`src/rso_pkg.sv`:
```
// rso_pkg: constants shared by the reset output and soft reset block
// assumes a 20 MHz system clock from the internal oscillator
package rso_pkg;
	// ----------------------------------------------------------------
	// timing
	// ----------------------------------------------------------------
	localparam int CLK_HZ = 20000000;
	// reset filter time and reset delay time, in microseconds
	localparam int RESET_FILTER_TIME_US = 10;
	localparam int RESET_DELAY_TIME_US = 10000;
	localparam int FILTER_CYCLES_RAW = (RESET_FILTER_TIME_US * (CLK_HZ / 1000000));
	localparam int FILTER_CYCLES = (FILTER_CYCLES_RAW < 1) ? 1 : FILTER_CYCLES_RAW;
	localparam int DELAY_CYCLES_RAW = (RESET_DELAY_TIME_US * (CLK_HZ / 1000000));
	localparam int DELAY_CYCLES = (DELAY_CYCLES_RAW < 1) ? 1 : DELAY_CYCLES_RAW;
	localparam int CNT_W = 24;

	// ----------------------------------------------------------------
	// modes and commands
	// ----------------------------------------------------------------
	localparam logic [1:0] MODE_SOFT_RESET = 2'h3;
	localparam logic [1:0] WATCHDOG_FAILURE_COUNT_MAX = 2'h2;
	localparam logic [1:0] WATCHDOG_FAILURE_COUNT_RESET = 2'h0;
	localparam logic [1:0] UV_SEL_RESET = 2'h0;
	localparam logic SWRESET_ASSERTS_RESET = 1'b1;
	localparam logic WD_TO_FAILSAFE_RESET = 1'b0;

	typedef enum logic [2:0] {
		RSO_INIT = 3'h0,
		RSO_NORMAL = 3'h1,
		RSO_STOP = 3'h3,
		RSO_RESTART = 3'h2,
		RSO_FAILSAFE = 3'h6
	} rso_mode_t;
endpackage : rso_pkg

```
`src/rso_reset_ctrl.sv`:
```
// rso_reset_ctrl: drives the reset output toward the microcontroller
// and carries out the software reset requested over the serial port.
// assumes the serial port shifter lives elsewhere and presents the
// decoded mode field, a write strobe and the chip-select pin level.
//
// Summary of operation
// [RULE1] a reset cause drives reset output low after the filter time
// [RULE2] reset stays low while cause persists plus the reset delay time
// [RULE3] at power-up hold reset low until regulator rises, then delay
// [RULE4] a watchdog failure also asserts the reset output
// [RULE5] undervoltage threshold selectable by a setting, defaulting to falling threshold
// [RULE6] reset only driven low with regulator at least 1V and battery OK
// [RULE7] mode field written 11 requests soft reset, returning to init state
// [RULE8] soft reset restores all settings to their defaults
// [RULE9] a setting chooses whether soft reset asserts the reset output
// [RULE10] soft reset ignored outside normal and stop states
// [RULE11] watchdog reset enters restart or fail-safe and counts failures
// [RULE12] a write takes effect only when chip select returns high
// [RULE13] filter and delay are counters; new cause restarts the delay
`timescale 1ns/1ns
`default_nettype none
module rso_reset_ctrl #(
	parameter int DELAY_CYCLES = rso_pkg::DELAY_CYCLES
) (
	input wire logic i_sys_clk,
	input wire logic i_resetn,
	// analog comparator levels, asynchronous to the clock
	input wire logic i_main_regulator_output_ok,
	input wire logic [3:0] i_undervoltage_threshold_ok,
	input wire logic i_main_regulator_output_above_1v,
	input wire logic i_battery_supply_above_por,
	// watchdog failure event, same clock domain
	input wire logic i_watchdog_fail,
	// serial port write and mode requests, same clock domain except chip select, which is synchronised
	input wire logic i_spi_write,
	input wire logic i_spi_mode_valid,
	input wire logic [1:0] i_spi_mode,
	input wire logic i_spi_cfg_valid,
	input wire logic [1:0] i_spi_uv_sel,
	input wire logic i_spi_swreset_asserts_rst_out,
	input wire logic i_spi_wd_to_failsafe,
	input wire logic i_spi_csn,
	input wire logic i_mode_go_normal,
	input wire logic i_mode_go_stop,
	output logic o_reset_out_n,
	output logic o_reset_out_oe,
	output logic [2:0] o_mode,
	output logic [1:0] o_undervoltage_threshold,
	output logic o_swreset_asserts_rst_out,
	output logic [1:0] o_watchdog_failure_count,
	output logic o_settings_default
);
	// ----------------------------------------------------------------
	// input synchronisers
	// ----------------------------------------------------------------
	logic [6:0] async_in;
	logic [6:0] sync_in;
	logic csn_sync;
	logic [3:0] uv_ok;
	logic above_1v;
	logic batt_ok;
	logic reg_ok;

	// chip select travels inverted so a cleared synchroniser reads as idle high
	// and no false frame end follows reset
	assign async_in = {!i_spi_csn, i_undervoltage_threshold_ok, i_main_regulator_output_above_1v,
		i_battery_supply_above_por};

	genvar gi;
	generate
		for (gi = 0; gi < 7; gi++)
		begin : g_sync
			rso_sync u_sync (
				.i_sys_clk(i_sys_clk),
				.i_resetn(i_resetn),
				.i_async(async_in[gi]),
				.o_sync(sync_in[gi])
			);
		end
	endgenerate

	assign csn_sync = !sync_in[6];
	assign uv_ok = sync_in[5:2];
	assign above_1v = sync_in[1];
	assign batt_ok = sync_in[0];

	rso_sync u_sync_reg (
		.i_sys_clk(i_sys_clk),
		.i_resetn(i_resetn),
		.i_async(i_main_regulator_output_ok),
		.o_sync(reg_ok)
	);

	// ----------------------------------------------------------------
	// pending write, committed on chip-select rising
	// ----------------------------------------------------------------
	logic csn_prev;
	logic frame_end;
	logic pend_mode;
	logic [1:0] pend_mode_val;
	logic pend_cfg;
	logic [1:0] pend_uv;
	logic pend_swro;
	logic pend_wdfs;
	logic soft_reset;
	logic power_up;

	always_ff @(posedge i_sys_clk or negedge i_resetn)
	begin
		if (!i_resetn)
			csn_prev <= 1'b1;
		else
			csn_prev <= csn_sync;
	end

	// frames end with chip select returning high
	assign frame_end = csn_sync && !csn_prev; // [RULE12]

	always_ff @(posedge i_sys_clk or negedge i_resetn)
	begin
		if (!i_resetn)
		begin
			pend_mode <= 1'b0;
			pend_mode_val <= 2'h0;
			pend_cfg <= 1'b0;
			pend_uv <= rso_pkg::UV_SEL_RESET;
			pend_swro <= rso_pkg::SWRESET_ASSERTS_RESET;
			pend_wdfs <= rso_pkg::WD_TO_FAILSAFE_RESET;
		end
		else
		begin
			// a write in the cycle that ends the previous frame belongs to the next one
			if (frame_end)
			begin
				pend_mode <= 1'b0;
				pend_cfg <= 1'b0;
			end
			if (i_spi_write)
			begin
				if (i_spi_mode_valid)
				begin
					pend_mode <= 1'b1;
					pend_mode_val <= i_spi_mode;
				end
				if (i_spi_cfg_valid)
				begin
					pend_cfg <= 1'b1;
					pend_uv <= i_spi_uv_sel;
					pend_swro <= i_spi_swreset_asserts_rst_out;
					pend_wdfs <= i_spi_wd_to_failsafe;
				end
			end
		end
	end

	// ----------------------------------------------------------------
	// mode state
	// ----------------------------------------------------------------
	rso_pkg::rso_mode_t mode;
	logic in_normal_or_stop;
	logic wd_to_failsafe;
	logic rst_released;

	assign in_normal_or_stop = (mode == rso_pkg::RSO_NORMAL) || (mode == rso_pkg::RSO_STOP);
	assign soft_reset = frame_end && pend_mode && (pend_mode_val == rso_pkg::MODE_SOFT_RESET)
		&& in_normal_or_stop; // [RULE7] [RULE10]

	always_ff @(posedge i_sys_clk or negedge i_resetn)
	begin
		if (!i_resetn)
			mode <= rso_pkg::RSO_INIT;
		else if (i_watchdog_fail && mode != rso_pkg::RSO_FAILSAFE)
			mode <= wd_to_failsafe ? rso_pkg::RSO_FAILSAFE : rso_pkg::RSO_RESTART; // [RULE11]
		else if (soft_reset)
			mode <= rso_pkg::RSO_INIT; // [RULE7]
		else
		begin
			case (mode)
				rso_pkg::RSO_INIT:
				begin
					if (i_mode_go_normal)
						mode <= rso_pkg::RSO_NORMAL;
				end
				rso_pkg::RSO_NORMAL:
				begin
					if (i_mode_go_stop)
						mode <= rso_pkg::RSO_STOP;
				end
				rso_pkg::RSO_STOP:
				begin
					if (i_mode_go_normal)
						mode <= rso_pkg::RSO_NORMAL;
				end
				rso_pkg::RSO_RESTART:
				begin
					// leaving restart happens once the reset output is released
					if (rst_released)
						mode <= rso_pkg::RSO_NORMAL;
				end
				default:
				begin
					mode <= mode;
				end
			endcase
		end
	end

	// ----------------------------------------------------------------
	// settings, restored to their defaults by software reset
	// ----------------------------------------------------------------
	logic [1:0] uv_sel;
	logic swro;

	always_ff @(posedge i_sys_clk or negedge i_resetn)
	begin
		if (!i_resetn)
		begin
			uv_sel <= rso_pkg::UV_SEL_RESET; // [RULE5]
			swro <= rso_pkg::SWRESET_ASSERTS_RESET;
			wd_to_failsafe <= rso_pkg::WD_TO_FAILSAFE_RESET;
		end
		else if (soft_reset)
		begin
			uv_sel <= rso_pkg::UV_SEL_RESET; // [RULE8]
			swro <= rso_pkg::SWRESET_ASSERTS_RESET;
			wd_to_failsafe <= rso_pkg::WD_TO_FAILSAFE_RESET;
		end
		else if (frame_end && pend_cfg)
		begin
			uv_sel <= pend_uv; // [RULE5] [RULE12]
			swro <= pend_swro; // [RULE9]
			wd_to_failsafe <= pend_wdfs;
		end
	end

	// ----------------------------------------------------------------
	// watchdog failure count
	// ----------------------------------------------------------------
	logic [1:0] watchdog_failure_count_cnt;

	always_ff @(posedge i_sys_clk or negedge i_resetn)
	begin
		if (!i_resetn)
			watchdog_failure_count_cnt <= rso_pkg::WATCHDOG_FAILURE_COUNT_RESET;
		else if (i_watchdog_fail && watchdog_failure_count_cnt < rso_pkg::WATCHDOG_FAILURE_COUNT_MAX)
			watchdog_failure_count_cnt <= watchdog_failure_count_cnt + 2'h1; // [RULE11]
		else if (soft_reset)
			watchdog_failure_count_cnt <= rso_pkg::WATCHDOG_FAILURE_COUNT_RESET; // [RULE8]
	end

	// ----------------------------------------------------------------
	// reset output timing
	// ----------------------------------------------------------------
	logic uv_cause;
	logic filt_done;
	logic filt_clear;
	logic dly_done;
	logic dly_clear;
	logic rst_low;
	logic event_hit;

	// selected threshold; power-up holds the output low until regulator rises
	assign uv_cause = !uv_ok[uv_sel] || !reg_ok; // [RULE3] [RULE5]
	assign filt_clear = !uv_cause;
	// instant causes skip the filter: watchdog and soft reset with output enabled
	assign event_hit = i_watchdog_fail || (soft_reset && swro); // [RULE4] [RULE9]

	rso_timer u_filter (
		.i_sys_clk(i_sys_clk),
		.i_resetn(i_resetn),
		.i_clear(filt_clear),
		.i_run(uv_cause),
		.i_limit(rso_pkg::CNT_W'(rso_pkg::FILTER_CYCLES)),
		.o_done(filt_done)
	); // [RULE1] [RULE13]

	// filtered and instant causes restart the delay count; at power-up any cause does
	assign dly_clear = filt_done || event_hit || (rst_low && uv_cause && power_up); // [RULE13]

	rso_timer u_delay (
		.i_sys_clk(i_sys_clk),
		.i_resetn(i_resetn),
		.i_clear(dly_clear),
		.i_run(rst_low),
		.i_limit(rso_pkg::CNT_W'(DELAY_CYCLES)),
		.o_done(dly_done)
	); // [RULE2] [RULE13]

	always_ff @(posedge i_sys_clk or negedge i_resetn)
	begin
		if (!i_resetn)
		begin
			rst_low <= 1'b1; // [RULE3]
			power_up <= 1'b1;
		end
		else if (filt_done || event_hit)
			rst_low <= 1'b1; // [RULE1] [RULE4]
		else if (rst_low && dly_done && !uv_cause)
		begin
			rst_low <= 1'b0; // [RULE2]
			power_up <= 1'b0;
		end
	end

	assign rst_released = !rst_low;

	// the pin has a pull-up; active drive needs enough supply
	always_ff @(posedge i_sys_clk or negedge i_resetn)
	begin
		if (!i_resetn)
			o_reset_out_oe <= 1'b0;
		else
			o_reset_out_oe <= rst_low && above_1v && batt_ok; // [RULE6]
	end

	assign o_reset_out_n = 1'b0;
	assign o_mode = mode;
	assign o_undervoltage_threshold = uv_sel;
	assign o_swreset_asserts_rst_out = swro;
	assign o_watchdog_failure_count = watchdog_failure_count_cnt;
	assign o_settings_default = soft_reset; // [RULE8]
endmodule : rso_reset_ctrl
`default_nettype wire

```
`src/rso_sync.sv`:
```
// rso_sync: two flip-flop synchroniser for one asynchronous level
// assumes the input may change at any time relative to i_sys_clk
`timescale 1ns/1ns
`default_nettype none
module rso_sync (
	input wire logic i_sys_clk,
	input wire logic i_resetn,
	input wire logic i_async,
	output logic o_sync
);
	logic stage1;

	always_ff @(posedge i_sys_clk or negedge i_resetn)
	begin
		if (!i_resetn)
		begin
			stage1 <= 1'b0;
			o_sync <= 1'b0;
		end
		else
		begin
			stage1 <= i_async;
			o_sync <= stage1;
		end
	end
endmodule : rso_sync
`default_nettype wire

```
`src/rso_timer.sv`:
```
// rso_timer: counts up while enabled, flags when the count is reached
// assumes the limit is stable; clearing restarts from zero
`timescale 1ns/1ns
`default_nettype none
module rso_timer (
	input wire logic i_sys_clk,
	input wire logic i_resetn,
	input wire logic i_clear,
	input wire logic i_run,
	input wire logic [rso_pkg::CNT_W-1:0] i_limit,
	output logic o_done
);
	logic [rso_pkg::CNT_W-1:0] count;

	always_ff @(posedge i_sys_clk or negedge i_resetn)
	begin
		if (!i_resetn)
			count <= '0;
		else if (i_clear)
			count <= '0;
		else if (i_run && count < i_limit)
			count <= count + 1'b1;
	end

	assign o_done = (count >= i_limit) && !i_clear;
endmodule : rso_timer
`default_nettype wire

```
`config.mk`:
```
export PLATFORM = sky130hd
export DESIGN_NAME = rso_reset_ctrl
export DESIGN_NICKNAME = d
export VERILOG_FILES = /design/src/rso_pkg.sv /design/src/rso_reset_ctrl.sv /design/src/rso_sync.sv /design/src/rso_timer.sv
export SDC_FILE = /design/constraint.sdc
export NUM_CORES = 1
export LEC_CHECK = 0
export ABC_CLOCK_PERIOD_IN_PS = 1800
export BUFFER_PORTS_ARGS = -buffer_cell sky130_fd_sc_hd__buf_2
export CAP_MARGIN = 20
export CORE_MARGIN = 2
export CORE_UTILIZATION = 53
export DETAILED_ROUTE_END_ITERATION = 8
export PLACE_DENSITY = 0.74
export SLEW_MARGIN = 20
export SYNTH_ARGS = -nofsm -noshare
export SYNTH_HDL_FRONTEND = slang
export SYNTH_SLANG_ARGS = --single-unit
export TNS_END_PERCENT = 100
```
`constraint.sdc`:
```
create_clock -name i_sys_clk -period 1.8 [get_ports i_sys_clk]
set_input_delay 0 -clock i_sys_clk [delete_from_list [all_inputs] [get_ports i_sys_clk]]
set_output_delay 0 -clock i_sys_clk [all_outputs]
set_load 0.01 [all_outputs]
```
# Word-level counts from Yosys, hierarchy flattened
# Cells that the tools add are included.
[totals] n_memories=0 input_bits=22 mem_bits_ro=0 latchBits=0 output_inout_bits=11 regBits=85 wordCells=122 mem_bits_rw=0
[op_classes] n_reduce_logical=41 eq_ne=9 div=0 bitwise_logic=1 mul=0 add_sub_neg=3 shift=0 muxes=29 n_lt_le_gt_ge=6
[op_table] cell="$mux W24" count=4
[op_table] cell="$add A24 B1 Y24 const B" count=2
[op_table] cell="$ge A24 B18 Y1 const B" count=1
[op_table] cell="$ge A24 B8 Y1 const B" count=1
[op_table] cell="$lt A24 B18 Y1 const B" count=1
[op_table] cell="$lt A24 B8 Y1 const B" count=1
[op_table] cell="$logic_and A1 B1 Y1" count=18
[op_table] cell="$mux W3" count=6
[op_table] cell="$mux W1" count=13
[op_table] cell="$pmux W3 S3" count=1
[op_table] cell="$mux W2" count=4
[op_table] cell="$reduce_bool A2 Y1" count=4
[op_table] cell="$logic_not A1 Y1" count=7
[op_table] cell="$eq A3 B2 Y1 const B" count=2
[op_table] cell="$reduce_and A2 Y1" count=3
[op_table] cell="$logic_or A1 B1 Y1" count=5
[op_table] cell="$reduce_bool A5 Y1" count=1
[op_table] cell="$ne A4 B1 Y1 const B" count=1
[op_table] cell="$ne A4 B3 Y1 const B" count=1
[op_table] cell="$ne A4 B4 Y1 const B" count=1
[op_table] cell="$reduce_and A4 Y1" count=1
[op_table] cell="$eq A3 B1 Y1 const B" count=1
[op_table] cell="$logic_not A3 Y1" count=1
[op_table] cell="$lt A2 B3 Y1 const B" count=1
[op_table] cell="other kinds (8)" count=8

# Logic depth before layout (Yosys ltp)
[depth] ltp_word=15 mapped_depth=7 ltp_nobuf=6

# Hierarchy
# Synthesis repeated with hierarchy kept, for this count alone.
[unflattened] cells_unflattened=600 area_unflattened_um2=5480.3
[by_module_without_submodules] mod="rso_timer (u_filter)" instances=1 cells_each=257 area_per_inst_um2=2143.3 seq_area_each_um2=600.6
[by_module_without_submodules] mod="rso_timer (u_delay)" instances=1 cells_each=238 area_per_inst_um2=1970.6 seq_area_each_um2=600.6
[by_module_without_submodules] mod="rso_reset_ctrl" instances=1 cells_each=89 area_per_inst_um2=965.9 seq_area_each_um2=531.8
[by_module_without_submodules] mod="rso_sync" instances=8 cells_each=2 area_per_inst_um2=50.0 seq_area_each_um2=50.0

# Worst setup path before layout
# OpenSTA, ideal clock, no wires.
[synth_timing] path_type="register to register" start="register u_delay.count[14] (netlist bit)" end="register u_delay.count[11] (netlist bit)" required_time_ns=1.726 period_less_slack_ns=1.835 t_arrival_ns=1.761 path_buffers=1 path_stages_with_launch=7 slack_ns=-0.035 setup_time_ns=0.074 path_cell_list="dfrtp_1 -> nor4_1 -> o2111ai_1 -> or2_1 -> buf_2 -> or4_4 -> a21oi_2"
[synth_between] elab_chain_cells=3
[synth_rtl] element="start, declared" line="rso_timer.sv:13" source="logic [rso_pkg::CNT_W-1:0] count;"
[synth_rtl] element="start signal, assigned" line="rso_timer.sv:22" source="count <= count + 1'b1;"
[synth_rtl] element="$lt A24 B18 Y1" line="rso_timer.sv:21" source="else if (i_run && count < i_limit)"
[synth_rtl] element="$logic_and A1 B1 Y1" line="rso_timer.sv:21"
[synth_rtl] element="$reduce_bool A2 Y1 (no line)"
# Every way passes these cells.
# A chain may end at the register's enable or synchronous reset.

# Final worst setup path
[layout_timing] start="register u_delay.count[12] (netlist bit)" end="register u_delay.count[11] (netlist bit)"
# Same word-level chain as after synthesis.

==> out/metrics.csv <==
stage,metric,value,unit
critical_path,crit_required,2.09,ns
floorplanning,dieArea,7310,µm²
clocking,clk_pin_slew,0.09,ns
sta,clock_skew,0.0116,ns
clocking,clockBufferDepth,2,
layout,final_util,0.685,
sta,slew_viol_final,0,
global_route,grt_max_degree,48,
power,p_leak,1.95,nW
placement,port_buffers,31,
sta,fmax,548,MHz
logic_synthesis,synth_largest_area_cell,dfrtp_1,
min_path,worstHoldPathType,input pin to register,
drt,ant_nets,0,
min_path,hold_start,i_spi_write,
placement,dp_hpwl,4.52,mm
drt,dr.first_iter.drc_count,103,
layout,register_area,2130,µm²
critical_path,critPathMaxFanout,8,
critical_path,worstPathArrival,2.11,ns
critical_path,critPathCaptureType,register,
global_route,grt_first_pass_wirelength,11.7,mm
logic_synthesis,syn-num-nets,345,
layout,synthToLayoutAreaGrowth,24.3,%
logic_synthesis,synth_area,3520,µm²
layout,fillers,472,
clocking,cts_sinks,85,
layout,drive_above_1_share,0.238,
global_route,overflow,0,
floorplanning,start_util,0.551,
critical_path,startpoint_type,register,
drt,route.detailed.drc,0,
outcome,status,"complete, but fails checks",
sta,final-hold-violation-count,0,
clocking,worstSkewPairLatency,0.36,ns
logic_synthesis,yosys_warnings,0,
job,maxCapViolCount,0,
layout,insertedDiodeCount,0,
sta,period_share,1.01,
clocking,cts-root-buf,clkbuf_8,
logic_synthesis,synthCells,319,
drt,drtPass1Iterations,4,
logic_synthesis,synth_seq_cells,85,
layout,multi_input_area,1360,µm²
critical_path,crit-reg2reg-launch,u_delay.count[12],
floorplanning,die_w,85.5,µm
drt,vias_per_cell,5.43,
floorplanning,core,6390,µm²
critical_path,regToRegEndpoint,u_delay.count[11],
critical_path,worst_r2r_path_depth,5,
floorplanning,die_y,85.5,µm
placement,place.gp.congestion,0.903,
drt,wl_per_cell,14.3,µm
drt,vias,2565,
power,vdd_ir_drop_max,0.756,mV
logic_synthesis,netlist.area_leader.share,0.569,
logic_synthesis,seq_area_frac_synth,0.606,
sta,min_period,1.82,ns
clocking,cts-buffers-inserted,9,
logic_synthesis,synthFlopType,dfrtp_1,
min_path,holdPathEnd,pend_mode_val[0],
critical_path,critPathKind,register to register,
logic_synthesis,avgSynthCellArea,11.0,µm²
critical_path,r2r_slack,-0.02,ns
clocking,cts_tree,yes,
logic_synthesis,synth_cell_types,43,
floorplanning,io_pins,33,
sta,hold_ws,0.0527,ns
sta,rsz0062_at_grt,yes,
global_route,antenna_found_initial,0,
sta,setup_viol,1,
floorplanning,row_count,29,
sta,tns,-0.0236,ns
global_route,grt_usage,0.207,
clocking,htree_num_levels,3,
logic_synthesis,synth_edf_count,0,
drt,wirelength,6.75,mm
outcome,violations,setup timing,
layout,final_nets,416,
global_route,grt_pass1_vias,2644,
sta,fin_ws,-0.0236,ns
clocking,cts_post_setup_buffers_inserted,0,
min_path,hold_depth,3,
logic_synthesis,synth.area.top_cells,"dfrtp_1, xnor2_1, dfstp_2, nor2_1, and2_1",
logic_synthesis,async_flop_share,1.00,
power,powerDensity,928,nW/µm²
layer usage:
metal / GRT usage / up-vias / routed length (µm)
li1: - / 1236 / -
met1: 0.259 / 1255 / 3000
met2: 0.342 / 59 / 3370
met3: 0.0409 / 15 / 245
met4: 0.105 / 0 / 136
met5: 0 / - / 0
critical path, cell delays in order, from the launching register on:
cell	delay, ns
dfrtp_1	0.40
nor4_2	0.30
o2111ai_1	0.19
or2_4	0.32
or4_4	0.42
a21oi_2	0.12
flip-flops by register name, summed over array words and instances, names as in the netlist:
register,count
o_reset_out_oe,1
o_undervoltage_threshold,2
csn_prev,1
pend_mode_val,2
o_mode,3
power_up,1
u_filter.count,24
u_sync_reg.o_sync,1
pend_uv,2
rst_low,1
u_delay.count,24
pend_mode,1
pend_swro,1
o_watchdog_failure_count,2
u_sync_reg.stage1,1
o_swreset_asserts_rst_out,1
pend_cfg,1
g_sync.u_sync.stage1,7
pend_wdfs,1
wd_to_failsafe,1
g_sync.u_sync.o_sync,7
kinds of logic after synthesis:
logic type,share of synthesized area
buf+inv,0.0313
fa+ha+maj,0.0142
xor+xnor,0.0398
flops,0.606
other cells,0.00107
mux,0.0341
simple gates,0.208
compound gates,0.0651
timing repair:
| action | 4_1_cts | 5_1_grt |
|---|---|---|
| endpoints found under the setup margin | 8 | 30 |
| endpoints found under the hold margin | 59 | 0 |
| hold buffers | 20 | 0 |
| gates resized for setup | 2 | 12 |
| gates cloned | 0 | 0 |
cell type report:
type / instances / area share
clock buffer: 10 / 0.0292
clock inverter: 6 / 0.0157
multi-input combinational: 207 / 0.311
timing repair buffer: 69 / 0.118
tap: 77 / 0.0220
inverter: 18 / 0.0155
sequential: 85 / 0.488
synth_stat cells, types with 2 or more instances:
library cell,number
nor4b_1,4
and3_1,3
nor2_1,35
nor3_1,10
ha_1,4
a31oi_1,2
dfstp_2,5
nand2_1,24
mux2_2,6
nand3_1,11
xnor2_1,16
clkbuf_1,4
o31ai_1,4
o21a_1,2
dfrtp_1,80
nand4_1,6
and4_1,2
inv_1,18
nand3b_1,8
and2_1,18
buf_2,4
mux2i_1,3
a21oi_1,12
o21ai_0,9
nor4_1,10
o41ai_1,2
layout by cell type, fill, tap and decap left out, drive strengths merged, types with 11 or more instances in the layout:
cell type,count
dfrtp,80
nand2,24
dlygate4sd3,20
nand3,11
buf,49
and2,18
xnor2,16
inv,21
a21oi,13
nor2,35
per-stage QoR:
| stage | setup WS [ns] | cells | instance area [µm²] | total power [W] |
|---|---|---|---|---|
| after global placement | 0.0453 | 436 | 3890 | 0.00268 |
| after global routing | -0.115 | 472 | 4370 | 0.00425 |
| after floorplan | 0.0454 | 319 | 3530 | 0.00248 |
| after detailed placement | -0.0795 | 436 | 3890 | 0.00270 |
| after CTS | -0.0290 | 472 | 4300 | 0.00408 |
| final | -0.0236 | 472 | 4370 | 0.00406 |
report_power, final:
group / total [W] / leakage [nW] / internal, W / switching (W)
sequential: 0.00218 / 1.09 / 0.00206 / 0.000122
clock: 0.00135 / 0.0977 / 0.000654 / 0.000699
combinational: 0.000527 / 0.764 / 0.000257 / 0.000270
worst max path at each step:
stage / from / to / slack, ns
3_3_place_gp: u_delay.count[12] / u_delay.count[11] / 0.05
5_1_grt: u_delay.count[12] / u_delay.count[16] / -0.12
6_report: u_delay.count[12] / u_delay.count[11] / -0.02
4_1_cts: u_delay.count[12] / u_delay.count[13] / -0.03
2_1_floorplan: u_delay.count[12] / u_delay.count[11] / 0.05
3_5_place_dp: u_delay.count[12] / u_delay.count[11] / -0.08
Power figures use the tool's default switching activity.
